$ cat src/rtl/hcm_regs.vh
// register map constants for the hypervisor control block
`ifndef HCM_REGS_VH
`define HCM_REGS_VH
// ----------------------------------------
// offsets and reset values
// ----------------------------------------
`define HCM_HYPERVISOR_CONTROL_OFFSET 9'h000
`define HCM_HYPERVISOR_CONTROL_RESET  32'h00000000
`define HCM_ADDR_W                    9
// ----------------------------------------
// field positions
// ----------------------------------------
`define HCM_EN_BIT                    0
`define HCM_UNDERFLOW_BIT             1
`define HCM_MISSING_ENTRY_BIT         2
`define HCM_NO_PENDING_BIT            3
`define HCM_GRP0_EN_BIT               4
`define HCM_GRP0_DIS_BIT              5
`define HCM_GRP1_EN_BIT               6
`define HCM_GRP1_DIS_BIT              7
`define HCM_COUNT_LSB                 27
`define HCM_COUNT_MSB                 31
`define HCM_COUNT_W                   5
`define HCM_CTRL_MASK                 32'hF80000FF
`endif

$ cat src/rtl/hcm_eoi_counter.v
// unmatched end-of-interrupt counter with software load
`timescale 1ns/1ps
`include "hcm_regs.vh"
module hcm_eoi_counter (
  // clock and reset
  input  wire                    sys_clk,
  input  wire                    rst_n,
  // events
  input  wire                    count_event,
  // software load
  input  wire                    load,
  input  wire [`HCM_COUNT_W-1:0] load_value,
  // state
  output reg  [`HCM_COUNT_W-1:0] count
);
  // ----------------------------------------
  // counter
  // ----------------------------------------
  // an event in the write cycle still counts, on top of the written value
  always @(posedge sys_clk or negedge rst_n) begin
    if (!rst_n) begin
      count <= 5'h00;
    end else if (load) begin
      count <= load_value + {4'h0, count_event};
    end else if (count_event) begin
      count <= count + 5'h01; // natural 5-bit wrap from 31 to 0 [RULE_04]
    end
  end
endmodule

$ cat src/rtl/hcm_top.v
// hypervisor control register and maintenance interrupt logic
//
// Summary of operation
// RULE_01: no virtual or maintenance interrupt while the interface enable is 0.
// RULE_02: five-bit counter in bits 31:27 counts EOIs with no list entry.
// RULE_03: EOIs that clear no active priority bit leave the counter alone.
// RULE_04: counter wraps from 31 to 0 instead of saturating.
// RULE_05: maintenance interrupt holds while count nonzero and missing-entry enable set.
// RULE_06: bit 7 set signals maintenance while VM group 1 enable is 0.
// RULE_07: bit 6 set signals maintenance while VM group 1 enable is 1.
// RULE_08: maintenance interrupt is a level following its conditions, not a pulse.
// RULE_09: missing-entry alert enable lives at bit 2.
// RULE_10: interface enable at bit 0; when clear acknowledge reads give spurious ID.
// RULE_11: maintenance output is OR of enabled conditions gated by interface enable.
`timescale 1ns/1ps
`include "hcm_regs.vh"
module hcm_top (
  // clock and reset
  input  wire                  sys_clk,
  input  wire                  reset_n,
  // register access
  input  wire                  reg_sel,
  input  wire                  reg_write,
  input  wire [`HCM_ADDR_W-1:0] reg_addr,
  input  wire [31:0]           reg_wdata,
  output reg  [31:0]           reg_rdata,
  // interface status inputs
  input  wire                  eoi_unmatched,
  input  wire                  eoi_apr_cleared,
  input  wire                  vm_group0_signal_enable,
  input  wire                  vm_group1_signal_enable,
  input  wire                  lr_none_pending,
  input  wire                  lr_underflow,
  input  wire                  virq_request,
  // outputs
  output reg                   maint_irq,
  output reg                   virq_out,
  output reg                   spurious_ack
);
  // ----------------------------------------
  // reset synchroniser
  // ----------------------------------------
  reg rst_meta;
  reg rst_n;
  always @(posedge sys_clk or negedge reset_n) begin
    if (!reset_n) begin
      rst_meta <= 1'b0;
      rst_n    <= 1'b0;
    end else begin
      rst_meta <= 1'b1;
      rst_n    <= rst_meta;
    end
  end

  // ----------------------------------------
  // register decode
  // ----------------------------------------
  function hit_ctrl;
    input [`HCM_ADDR_W-1:0] a;
    begin
      hit_ctrl = (a == `HCM_HYPERVISOR_CONTROL_OFFSET);
    end
  endfunction

  wire wr_ctrl = reg_sel & reg_write & hit_ctrl(reg_addr);
  wire rd_ctrl = reg_sel & ~reg_write & hit_ctrl(reg_addr);

  reg [7:0] ctrl_bits;
  always @(posedge sys_clk or negedge rst_n) begin
    if (!rst_n) begin
      ctrl_bits <= 8'h00;
    end else if (wr_ctrl) begin
      ctrl_bits <= reg_wdata[7:0]; // enable at bit 0, missing-entry at bit 2 [RULE_09] [RULE_10]
    end
  end

  // ----------------------------------------
  // unmatched eoi counter
  // ----------------------------------------
  wire [`HCM_COUNT_W-1:0] unmatched_eoi_count;
  // only EOIs that also cleared an active priority bit may count
  wire count_event = eoi_unmatched & eoi_apr_cleared; // [RULE_02] [RULE_03]

  hcm_eoi_counter u_count (
    .sys_clk    (sys_clk),
    .rst_n      (rst_n),
    .count_event(count_event),
    .load       (wr_ctrl),
    .load_value (reg_wdata[`HCM_COUNT_MSB:`HCM_COUNT_LSB]),
    .count      (unmatched_eoi_count)
  );

  wire hypervisor_en              = ctrl_bits[`HCM_EN_BIT];
  wire missing_entry_alert_enable = ctrl_bits[`HCM_MISSING_ENTRY_BIT];
  wire grp1_enabled_alert_enable  = ctrl_bits[`HCM_GRP1_EN_BIT];
  wire grp1_disabled_alert_enable = ctrl_bits[`HCM_GRP1_DIS_BIT];

  // ----------------------------------------
  // maintenance conditions
  // ----------------------------------------
  wire cond_missing = missing_entry_alert_enable &
                      (unmatched_eoi_count != 5'h00); // [RULE_05]
  wire cond_g1_dis  = grp1_disabled_alert_enable & ~vm_group1_signal_enable; // [RULE_06]
  wire cond_g1_en   = grp1_enabled_alert_enable & vm_group1_signal_enable; // [RULE_07]
  wire cond_g0_dis  = ctrl_bits[`HCM_GRP0_DIS_BIT] & ~vm_group0_signal_enable;
  wire cond_g0_en   = ctrl_bits[`HCM_GRP0_EN_BIT] & vm_group0_signal_enable;
  wire cond_np      = ctrl_bits[`HCM_NO_PENDING_BIT] & lr_none_pending;
  wire cond_uf      = ctrl_bits[`HCM_UNDERFLOW_BIT] & lr_underflow;

  wire next_maint_irq = hypervisor_en & (cond_missing | cond_g1_dis | cond_g1_en |
                        cond_g0_dis | cond_g0_en | cond_np | cond_uf); // [RULE_01] [RULE_11]

  // ----------------------------------------
  // outputs
  // ----------------------------------------
  // registered for clean timing; costs one cycle of latency on every output
  always @(posedge sys_clk or negedge rst_n) begin
    if (!rst_n) begin
      maint_irq    <= 1'b0;
      virq_out     <= 1'b0;
      spurious_ack <= 1'b1;
      reg_rdata    <= 32'h00000000;
    end else begin
      maint_irq    <= next_maint_irq; // level, recomputed every cycle [RULE_08]
      virq_out     <= virq_request & hypervisor_en; // [RULE_01]
      spurious_ack <= ~hypervisor_en; // [RULE_10]
      if (rd_ctrl) begin
        reg_rdata <= {unmatched_eoi_count, 19'h00000, ctrl_bits} & `HCM_CTRL_MASK;
      end else if (reg_sel & ~reg_write) begin
        reg_rdata <= 32'h00000000;
      end
    end
  end
endmodule

$ cat config.mk
export PLATFORM = sky130hd
export DESIGN_NAME = hcm_top
export DESIGN_NICKNAME = d
export VERILOG_FILES = /design/src/rtl/hcm_eoi_counter.v /design/src/rtl/hcm_top.v
export VERILOG_INCLUDE_DIRS = /design/src /design/src/rtl
export SDC_FILE = /design/constraint.sdc
export NUM_CORES = 1
export LEC_CHECK = 0
export ABC_AREA = 1
export BUFFER_PORTS_ARGS = -buffer_cell sky130_fd_sc_hd__buf_2
export CAP_MARGIN = 20
export CORE_MARGIN = 4
export CORE_UTILIZATION = 49
export DETAILED_ROUTE_END_ITERATION = 16
export GPL_ROUTABILITY_DRIVEN = 0
export GPL_TIMING_DRIVEN = 0
export PLACE_DENSITY = 0.85
export SLEW_MARGIN = 5
export SYNTH_ARGS = -nofsm -noshare
export SYNTH_HDL_FRONTEND = slang
export SYNTH_HIERARCHICAL = 1
export SYNTH_SLANG_ARGS = --single-unit
$ cat constraint.sdc
create_clock -name sys_clk -period 1.6 [get_ports sys_clk]
set_input_delay 0.08 -clock sys_clk [delete_from_list [all_inputs] [get_ports sys_clk]]
set_output_delay 0.08 -clock sys_clk [all_outputs]
set_load 0.03 [all_outputs]
==> impl_metrics.csv, run 1 <==
group,metric,value,unit
cts,clkLatencyLatePin,0.33,ns
floorplan,die_x,66.87,um
timing,fmax,0.8023,GHz
synthesis,synth-edff-count,0,
power,finalPower,1.975,mW
timing,hold_ws,0.04814,ns
timing,hold_viol,0,
global_routing,grt_pass1_wl,5927,um
cts,root_buffer,"clkbuf_4",
synthesis,synth_area_leader_cell,"dfrtp_1",
timing,tns,0,ns
finish,fillers,270,
global_routing,gr-total-overflow,0,
detailed_routing,vias,1580,
setup_path,critPathCaptureType,"register",
global_routing,grt_pass1_vias,1388,
finish,drive_gt1_frac,0.3082,
detailed_routing,wl_per_cell,11.06,um
floorplan,die_y,66.87,um
setup_path,cp_slowest_cell,"dfrtp_1",
cts,cts_buffers,5,
min_path,hold_class,"in -> reg",
timing,rsz0062_at_grt,"false",
detailed_routing,drcViolationCount,0,
setup_path,critPathKind,"reg -> reg",
synthesis,synth_area_leaders,"dfrtp_1 (44%), nand2_1 (16%), nand4_1 (9.2%), buf_4 (8.8%), nand3_1 (4.1%)",
cts,hold_buffers,10,
detailed_routing,avgViaCountPerCell,4.675,
synthesis,ys_types,24,
setup_path,required,1.83,ns
floorplan,dieArea,0.004471,sq mm
detailed_routing,antenna_left,0,
floorplan,start_util,0.5088,
timing,finClkSkew,0.007086,ns
setup_path,cp_cell_sequence,"ha_1, nand3_1, nand2_1, nand3_1, nand3_1, nand2_1",
power,power_density,867.2,mW/mm^2
floorplan,coreArea,0.003337,sq mm
cts,post_cts_buffers,0,
floorplan,top_level_ports,87,
synthesis,syn-cell-area,0.001698,sq mm
outcome,outcome,"completed",
detailed_routing,drt_iter0_drc,68,
power,ir_drop,0.4894,mV
synthesis,ys_seq_elements,31,
cts,ctsResizeCount,0,
cts,htree_num_levels,2,
detailed_routing,routed_wirelength,3739,um
detailed_routing,firstDrtPassIters,4,
synthesis,ys.flop_type,"dfrtp_1",
setup_path,path_max_fanout,7,
synthesis,synth_top_area_frac,0.4422,
setup_path,slowest_delay,0.47,ns
setup_path,arrival,1.48,ns
floorplan,placementRows,21,
global_routing,grt_usage,0.1796,
cts,cts_tree,"built",
timing,setup_viol,0,
global_routing,antenna_found_initial,0,
synthesis,avgSynthCellArea,8.202,sq um
flow_run,drv_cap,0,
setup_path,setup.worst_path.start_class,"register",
cts,path_clk_slew,0.09,ns
finish,antenna_cells,0,
synthesis,yosysWarnings,6,
finish,area_delta_synth_final,34.12,%
synthesis,ys_seq_area_frac,0.4576,
power,leakage,1.370,nW
finish,fin_nets,346,
timing,period_minus_slack,1.246,ns
synthesis,async_flop_share,1.000,
cts,clock-sinks,31,
placement,port_buffers,48,
synthesis,synth_common_cells,"nand2_1 (73), dfrtp_1 (30), nand4_1 (25), buf_4 (20), inv_1 (15)",
timing,final_max_slew_viol_count,0,
setup_path,crit_top_cell,"nand3_1",
global_routing,grt_max_degree,30,
timing,fin_crit_sh,0.7790,
placement,hpwlAfterDp,2720,um
cts,clockBufferDepth,2,
synthesis,synthCells,207,
synthesis,synth.most_common_cell,"nand2_1",
[state kept, by name, summed over array words and instances (netlist names)]
register and flops:
maint_irq 1, ctrl_bits 8, virq_out 1, spurious_ack 1
u_count/count 5, reg_rdata 13, rst_n 1, rst_meta 1
[area by class of cell]
type	count	area, sq um	area share
Sequential cell	31	777.0	0.3412
Multi-Input combinational cell	151	734.5	0.3225
Timing Repair Buffer	59	367.9	0.1615
Buffer	25	186.4	0.08187
Inverter	18	67.56	0.02967
Tap cell	46	57.56	0.02527
Clock buffer	6	51.30	0.02253
Clock inverter	2	35.03	0.01538
[logic make-up after synthesis]
logic type | Yosys count | share of synthesized area
buffers and inverters | 43 | 0.1496
adder cells (fa/ha/maj) | 3 | 0.02211
other | 2 | 0.004423
flip-flops | 31 | 0.4576
AND/OR/NAND/NOR | 123 | 0.3500
AO/OA/AOI/OAI | 5 | 0.01621
[stage by stage]
stage          cells  cell area [sq um]    util  setup slack [ns]
2_1_floorplan    225               1765       -            0.4514
3_3_place_gp     319               2063  0.6183            0.2050
3_5_place_dp     319               2063  0.6183            0.1984
4_1_cts          337               2250  0.6742            0.3741
5_1_grt          338               2277  0.6824            0.2192
6_report         338               2277  0.6824            0.3536
[power breakdown]
| group | switching [mW] | leakage, nW | internal, mW |
|---|---|---|---|
| Clock | 0.270 | 0.0482 | 0.369 |
| Sequential | 0.108 | 0.417 | 0.841 |
| Combinational | 0.217 | 0.904 | 0.169 |
| Total | 0.595 | 1.37 | 1.38 |
[metal layers]
metal | track usage | wire length [um] | vias to the layer above
met3 | 0.04890 | 291 | 10
met4 | 0.07595 | 102 | 0
met5 | 0 | 0 | -
met1 | 0.2186 | 1519 | 700
li1 | - | - | 809
met2 | 0.2970 | 1827 | 61
[cell usage in the layout (no fill, tap or decap), types with 2 or more instances in the layout]
master / count
dlygate4sd3_1: 10
nand3_1: 14
conb_1: 20
buf_2: 50
ha_1: 3
nor2_2: 2
nor2_1: 5
dfrtp_1: 30
nand4_1: 25
a21oi_1: 2
clkbuf_4: 5
buf_4: 20
inv_2: 2
buf_6: 2
nand2_1: 73
inv_1: 15
[path summary, 6_finish.rpt]
path                                   from          endpoint  slack (ns)  cells past startpoint
setup / recovery           u_count/count[0]  u_count/count[4]        0.35                      6
hold / removal                reg_wdata[29]  u_count/count[2]        0.05                      3
setup reg to reg           u_count/count[0]  u_count/count[4]        0.35                      6
hold reg to reg                       rst_n      ctrl_bits[3]        0.19                      0
max in group asynchronous             rst_n  u_count/count[2]        0.95                      1
min in group asynchronous           reset_n          rst_meta        0.07                      2
[critical path, delay by kind of cell (launching register included)]
| kind | cells | cell delay (ns) |
|---|---|---|
| and+or+nand+nor | 5 | 0.42 |
| adders and majority gates | 1 | 0.27 |
| DFF | 1 | 0.47 |
(Power assumes the default switching activity.)
==> run 2, diff against run 1 <==
--- a/config.mk
+++ b/config.mk
@@ -6,15 +6,15 @@
 export SDC_FILE = /design/constraint.sdc
 export NUM_CORES = 1
 export LEC_CHECK = 0
-export ABC_AREA = 1
+export ABC_AREA = 0
 export BUFFER_PORTS_ARGS = -buffer_cell sky130_fd_sc_hd__buf_2
 export CAP_MARGIN = 20
 export CORE_MARGIN = 4
-export CORE_UTILIZATION = 49
+export CORE_UTILIZATION = 39
 export DETAILED_ROUTE_END_ITERATION = 16
 export GPL_ROUTABILITY_DRIVEN = 0
 export GPL_TIMING_DRIVEN = 0
-export PLACE_DENSITY = 0.85
+export PLACE_DENSITY = 0.75
 export SLEW_MARGIN = 5
 export SYNTH_ARGS = -nofsm -noshare
 export SYNTH_HDL_FRONTEND = slang
==> constraint.sdc (replaced) <==
create_clock -name sys_clk -period 1.02 [get_ports sys_clk]
set_input_delay 0.051 -clock sys_clk [delete_from_list [all_inputs] [get_ports sys_clk]]
set_output_delay 0.051 -clock sys_clk [all_outputs]
set_load 0.03 [all_outputs]
==> run 2 against run 1 <==
Net effect: the run now ends with negative setup slack left; maximum frequency fell by 1.6%; flip-flop and latch count unchanged; clock skew fell by 0.0012 ns.
==> impl_metrics.csv, run 2 <==
group,metric,value,unit
finish,final_area,0.002157,sq mm
floorplan,start_util,0.4118,
setup_path,reg2regPathDepth,3,
cts,root_buffer,"clkbuf_8",
synthesis,avgSynthCellArea,10.48,sq um
detailed_routing,firstDrtPassIters,4,
setup_path,reg2reg_setup_slack,-0.25,ns
cts,htree_num_levels,2,
global_routing,gr-total-overflow,0,
synthesis,synthCells,146,
placement,hpwlAfterDp,2478,um
synthesis,synth_compound_area_frac,0.06705,
floorplan,placementRows,22,
synthesis,ys.flop_type,"dfrtp_1",
cts,clock-sinks,31,
global_routing,grt_pass1_vias,1218,
finish,drive_gt1_frac,0.4217,
timing,fin_crit_sh,1.242,
setup_path,path_max_fanout,2,
outcome,outcome,"finished with violations",
finish,final_cell_mix,"buf_2 (45), dfrtp_1 (30), nand2_1 (28), buf_4 (23), conb_1 (20)",
synthesis,yosysWarnings,6,
outcome,violations,"negative setup slack",
timing,hold_viol,0,
setup_path,timing.rr.end,"maint_irq",
floorplan,die_x,70.64,um
synthesis,synth_fa_ha_area_frac,0.02453,
timing,hold_ws,0.008378,ns
finish,fin_util,0.5805,
power,finalPower,3.107,mW
synthesis,ys_seq_area_frac,0.5078,
power,leakage,1.102,nW
timing,fmax,0.7894,GHz
finish,layout_commonest_cell,"buf_2",
min_path,hold_class,"in -> reg",
power,ir_drop,0.8990,mV
global_routing,antenna_found_initial,0,
placement,port_buffers,48,
setup_path,critPathCaptureType,"register",
setup_path,crit_start,"u_count/count[1]",
setup_path,critPathCapture,"maint_irq",
timing,finClkSkew,0.005889,ns
synthesis,syn-cell-area,0.001530,sq mm
finish,fin_cells,278,
setup_path,r2r-start,"u_count/count[1]",
timing,worstMarginPinSlew,0.5456,ns
placement,dp_cells,261,
cts,cts_tree,"built",
timing,setup_ws,-0.2468,ns
detailed_routing,vias,1200,
finish,fin_nets,284,
power,power_density,1440,mW/mm^2
global_routing,grt_max_degree,20,
synthesis,synth_area_leader_cell,"dfrtp_1",
synthesis,synth.area.mux_share,0.09240,
synthesis,ys_types,29,
synthesis,synth_top_area_frac,0.4906,
setup_path,critPathTopFamily,"simple AND/OR/NAND/NOR gates",
synthesis,async_flop_share,1.000,
detailed_routing,drcViolationCount,0,
min_path,hold_depth,2,
detailed_routing,routed_wirelength,3196,um
setup_path,cp_cell_sequence,"or4_1, o21ai_1, a31oi_1",
timing,setup_viol,4,
global_routing,grt_usage,0.1341,
timing,final_max_slew_viol_count,0,
floorplan,top_level_ports,87,
flow_run,drv_cap,0,
setup_path,cp_num_cells,3,
synthesis,synth_top_family_by_area,"simple AND/OR/NAND/NOR gates",
floorplan,dieArea,0.004990,sq mm
global_routing,grt_pass1_wl,5361,um
setup_path,slowest_delay,0.53,ns
floorplan,die_y,70.64,um
cts,path_clk_slew,0.06,ns
setup_path,setup.worst_path.start_class,"register",
setup_path,required,1.17,ns
timing,period_minus_slack,1.267,ns
finish,area_delta_synth_final,40.96,%
synthesis,synth_area_leaders,"dfrtp_1 (49%), buf_4 (9.3%), nand2_1 (7.1%), mux2_2 (6.6%), o21ai_0 (5.2%)",
cts,clockBufferDepth,2,
timing,rsz0062_at_grt,"true",
detailed_routing,drt_iter0_drc,79,
synthesis,synthXorXnorAreaFrac,0.04007,
finish,top_register,"reg_rdata",
setup_path,arrival,1.42,ns
detailed_routing,wl_per_cell,11.50,um
synthesis,synth-simple-area-share,0.1504,
finish,antenna_cells,0,
synthesis,synth_common_cells,"dfrtp_1 (30), nand2_1 (29), buf_4 (19), o21ai_0 (16), mux2_2 (9)",
synthesis,synth.most_common_cell,"dfrtp_1",
setup_path,critPathKind,"reg -> reg",
timing,relSlewSlack,0.6362,
setup_path,cp_slowest_cell,"or4_1",
detailed_routing,antenna_left,0,
cts,clkLatencyLatePin,0.28,ns
detailed_routing,avgViaCountPerCell,4.317,
setup_path,path_buf_inv,0,
placement,dpl_cell_area,0.001962,sq mm
cts,cts_buffers,5,
finish,reg_top3,"reg_rdata x13, ctrl_bits x8, u_count/count x5",
finish,largest_reg_flops,13,
synthesis,synth-edff-count,0,
synthesis,ys_seq_elements,31,
floorplan,coreArea,0.003716,sq mm
-- run 2: cell type report --
type	count	area, sq um
Timing Repair Buffer	58	365.4
Clock buffer	7	86.33
Multi-Input combinational cell	108	688.2
Inverter	1	3.754
Fill cell	344	1559
Sequential cell	31	777.0
Clock inverter	1	5.005
Tap cell	48	60.06
Buffer	24	171.4
-- run 2: where the power goes --
part           total [mW]  switching, mW  leakage, nW  internal (mW)
logic               0.683          0.337        0.639          0.346
clock network       0.967          0.424       0.0482          0.543
registers            1.46          0.115        0.415           1.34
-- run 2: how the worst min path moves through the flow --
stage / from / endpoint / slack (ns)
2_1_floorplan: reset_n / rst_meta / -0.24
3_3_place_gp: reset_n / rst_n / -0.16
3_5_place_dp: reset_n / rst_n / -0.16
4_1_cts: reg_wdata[6] / ctrl_bits[6] / 0.001
5_1_grt: reg_wdata[2] / ctrl_bits[2] / 0.006
6_report: reg_wdata[2] / ctrl_bits[2] / 0.008
-- run 2: kinds of logic after synthesis --
kind of cell / Yosys count
flip-flops: 31
AND/OR/NAND/NOR: 46
multiplexers: 13
other: 2
buffers and inverters: 25
XOR/XNOR: 7
adder cells (fa/ha/maj): 3
AO/OA/AOI/OAI: 19
-- run 2: metal layers --
layer	up-vias	GRT usage	wire length, um
met3	0	0.03835	308
met4	0	0.03967	0
met5	-	0	0
met1	535	0.1673	1327
met2	47	0.2266	1561
li1	618	-	-
-- run 2: through the flow --
| stage | TNS, ns | setup slack (ns) |
|---|---|---|
| finish | -0.6134 | -0.2468 |
| global route | -1.070 | -0.2589 |
| CTS | -0.5448 | -0.2273 |
| detailed placement | -5.053 | -0.2954 |
| global placement | -11.03 | -0.2878 |
| floorplan | -0.9230 | -0.1919 |
-- run 2: timing repair --
action,CTS,global route
pin swaps,5,2
cloned,0,0
endpoints found under the hold margin,6,1
resized for setup,6,3
hold buffers,5,1
setup buffers,3,0
endpoints found under the setup margin,6,20
==> run 3, diff against run 2 <==
--- a/config.mk
+++ b/config.mk
@@ -13,8 +13,8 @@
 export CORE_UTILIZATION = 39
 export DETAILED_ROUTE_END_ITERATION = 16
 export GPL_ROUTABILITY_DRIVEN = 0
-export GPL_TIMING_DRIVEN = 0
 export PLACE_DENSITY = 0.75
+export RECOVER_POWER = 100
 export SLEW_MARGIN = 5
 export SYNTH_ARGS = -nofsm -noshare
 export SYNTH_HDL_FRONTEND = slang
==> run 3 against run 2 <==
Net effect: the run still ends with negative setup slack left; via count is 1.8% higher; sequential share of layout area is 0.34 points higher; global-route usage is 0.51 points higher; combinational power is 34% higher; sequential power is 3% lower; die area stayed put; critical endpoint unchanged.
==> impl_metrics.csv, run 3 (same netlist as run 2, synthesis figures left out) <==
group,metric,value,unit
power,power_density,1670,mW/mm^2
global_routing,grt_pass1_vias,1168,
detailed_routing,antenna_left,0,
power,leakage,1.060,nW
timing,period_minus_slack,1.240,ns
timing,final_max_slew_viol_count,0,
min_path,hold_depth,2,
power,finalPower,3.568,mW
finish,fin_nets,279,
finish,area_delta_synth_final,39.66,%
min_path,worstHoldStart,"reg_wdata[5]",
outcome,violations,"negative setup slack",
finish,final_cell_mix,"dfrtp_1 (30), buf_2 (30), nand2_1 (28), conb_1 (20), clkbuf_2 (17)",
detailed_routing,avgViaCountPerCell,4.476,
timing,hold_ws,0.01687,ns
setup_path,critPathKind,"reg -> reg",
setup_path,setup.worst_path.start_class,"register",
floorplan,coreArea,0.003716,sq mm
setup_path,critPathCaptureType,"register",
setup_path,timing.rr.end,"maint_irq",
min_path,hold_class,"in -> reg",
timing,setup_viol,5,
setup_path,arrival,1.40,ns
placement,hpwlAfterDp,2539,um
detailed_routing,drcViolationCount,0,
setup_path,r2r-start,"u_count/count[4]",
flow_run,drv_cap,0,
setup_path,cp_slowest_cell,"or4_1",
timing,rsz0062_at_grt,"true",
global_routing,grt_max_degree,30,
timing,relSlewSlack,0.5265,
global_routing,grt_usage,0.1392,
setup_path,required,1.18,ns
setup_path,reg2regPathDepth,3,
detailed_routing,vias,1222,
cts,clkLatencyLatePin,0.28,ns
setup_path,reg2reg_setup_slack,-0.22,ns
global_routing,gr-total-overflow,0,
power,ir_drop,1.024,mV
power,combPwrFrac,0.256,
global_routing,antenna_found_initial,0,
floorplan,die_x,70.64,um
outcome,outcome,"finished with violations",
cts,cts_tree,"built",
cts,root_buffer,"clkbuf_8",
timing,fmax,0.8065,GHz
finish,top_register,"reg_rdata",
power,p_int,2.611,mW
finish,largest_reg_flops,13,
setup_path,path_buf_inv,0,
timing,setup_ws,-0.2199,ns
power,p_seq_frac,0.397,
cts,htree_num_levels,2,
setup_path,slowest_delay,0.51,ns
timing,fin_crit_sh,1.216,
finish,reg_top3,"reg_rdata x13, ctrl_bits x8, u_count/count x5",
floorplan,die_y,70.64,um
placement,port_buffers,48,
detailed_routing,wl_per_cell,12.34,um
detailed_routing,drt_iter0_drc,74,
power,switchingPower,957.3,uW
setup_path,critPathTopFamily,"simple AND/OR/NAND/NOR gates",
timing,hold_viol,0,
global_routing,grt_pass1_wl,5395,um
finish,fillers,340,
cts,clock-sinks,31,
finish,antenna_cells,0,
floorplan,top_level_ports,87,
finish,drive_gt1_frac,0.4089,
power,p_clk_frac,0.347,
floorplan,dieArea,0.004990,sq mm
detailed_routing,firstDrtPassIters,4,
cts,cts_buffers,5,
floorplan,start_util,0.4118,
power,p_sw_frac,0.2683,
timing,worstMarginPinSlew,0.7102,ns
setup_path,cp_cell_sequence,"or4_1, o21ai_1, a31oi_1",
cts,clockBufferDepth,2,
detailed_routing,routed_wirelength,3370,um
cts,path_clk_slew,0.07,ns
setup_path,path_max_fanout,2,
floorplan,placementRows,22,
min_path,min_to,"ctrl_bits[5]",
timing,finClkSkew,0.004730,ns
## run 3: repair_timing
item,4_1_cts,5_1_grt
hold endpoints to repair,8,0
buffers inserted,1,2
hold buffers,7,0
setup endpoints to repair,6,15
pin swaps,7,4
gates resized for setup,10,3
## run 3: through the flow
step	util	std cells	setup slack [ns]	setup TNS, ns	instance area [sq um]
after floorplan	-	164	-0.1919	-0.9230	1634
after global placement	0.5199	255	-0.2582	-2.701	1932
after detailed placement	0.5199	255	-0.2888	-3.080	1932
after CTS	0.5811	271	-0.2168	-0.4098	2160
after global routing	0.5751	273	-0.2445	-0.9159	2137
final	0.5751	273	-0.2199	-0.4327	2137
## run 3: cell type report
class,instances,area (sq um),share of cell area
clock inverter,2,35.03,0.01639
tap,48,60.06,0.02810
sequential,31,777.0,0.3636
timing repair buffer,77,489.2,0.2289
multi-input combinational,108,689.4,0.3226
inverter,1,3.754,0.001756
clock buffer,6,82.58,0.03864
## run 3: metal layers
layer / GRT usage / wire, um / vias to the layer above
met5: 0 / 0 / -
met4: 0.03758 / 39 / 0
met3: 0.05256 / 321 / 5
met2: 0.2287 / 1607 / 51
met1: 0.1726 / 1402 / 560
li1: - / - / 606
## run 3: worst reg2reg max path, cell delays in order (launching register included)
cell     delay, ns
dfrtp_1       0.37
or4_1         0.51
o21ai_1       0.15
a31oi_1       0.09
## run 3: power by group through the flow
stage | sequential, mW | clock, mW | combinational [mW]
floorplan | 1.48 | 0 | 0.372
global placement | 1.43 | 0 | 0.685
detailed placement | 1.43 | 0 | 0.697
CTS | 1.42 | 1.26 | 0.871
global route | 1.43 | 1.32 | 1.01
finish | 1.42 | 1.24 | 0.913
## run 3: how the worst max path moves through the flow
stage	from	to	depth (start not counted)
floorplan	u_count/count[1]	maint_irq	3
global placement	reg_addr[8]	ctrl_bits[6]	5
detailed placement	reg_addr[8]	ctrl_bits[2]	5
CTS	u_count/count[4]	maint_irq	3
global route	u_count/count[1]	maint_irq	3
finish	u_count/count[4]	maint_irq	3
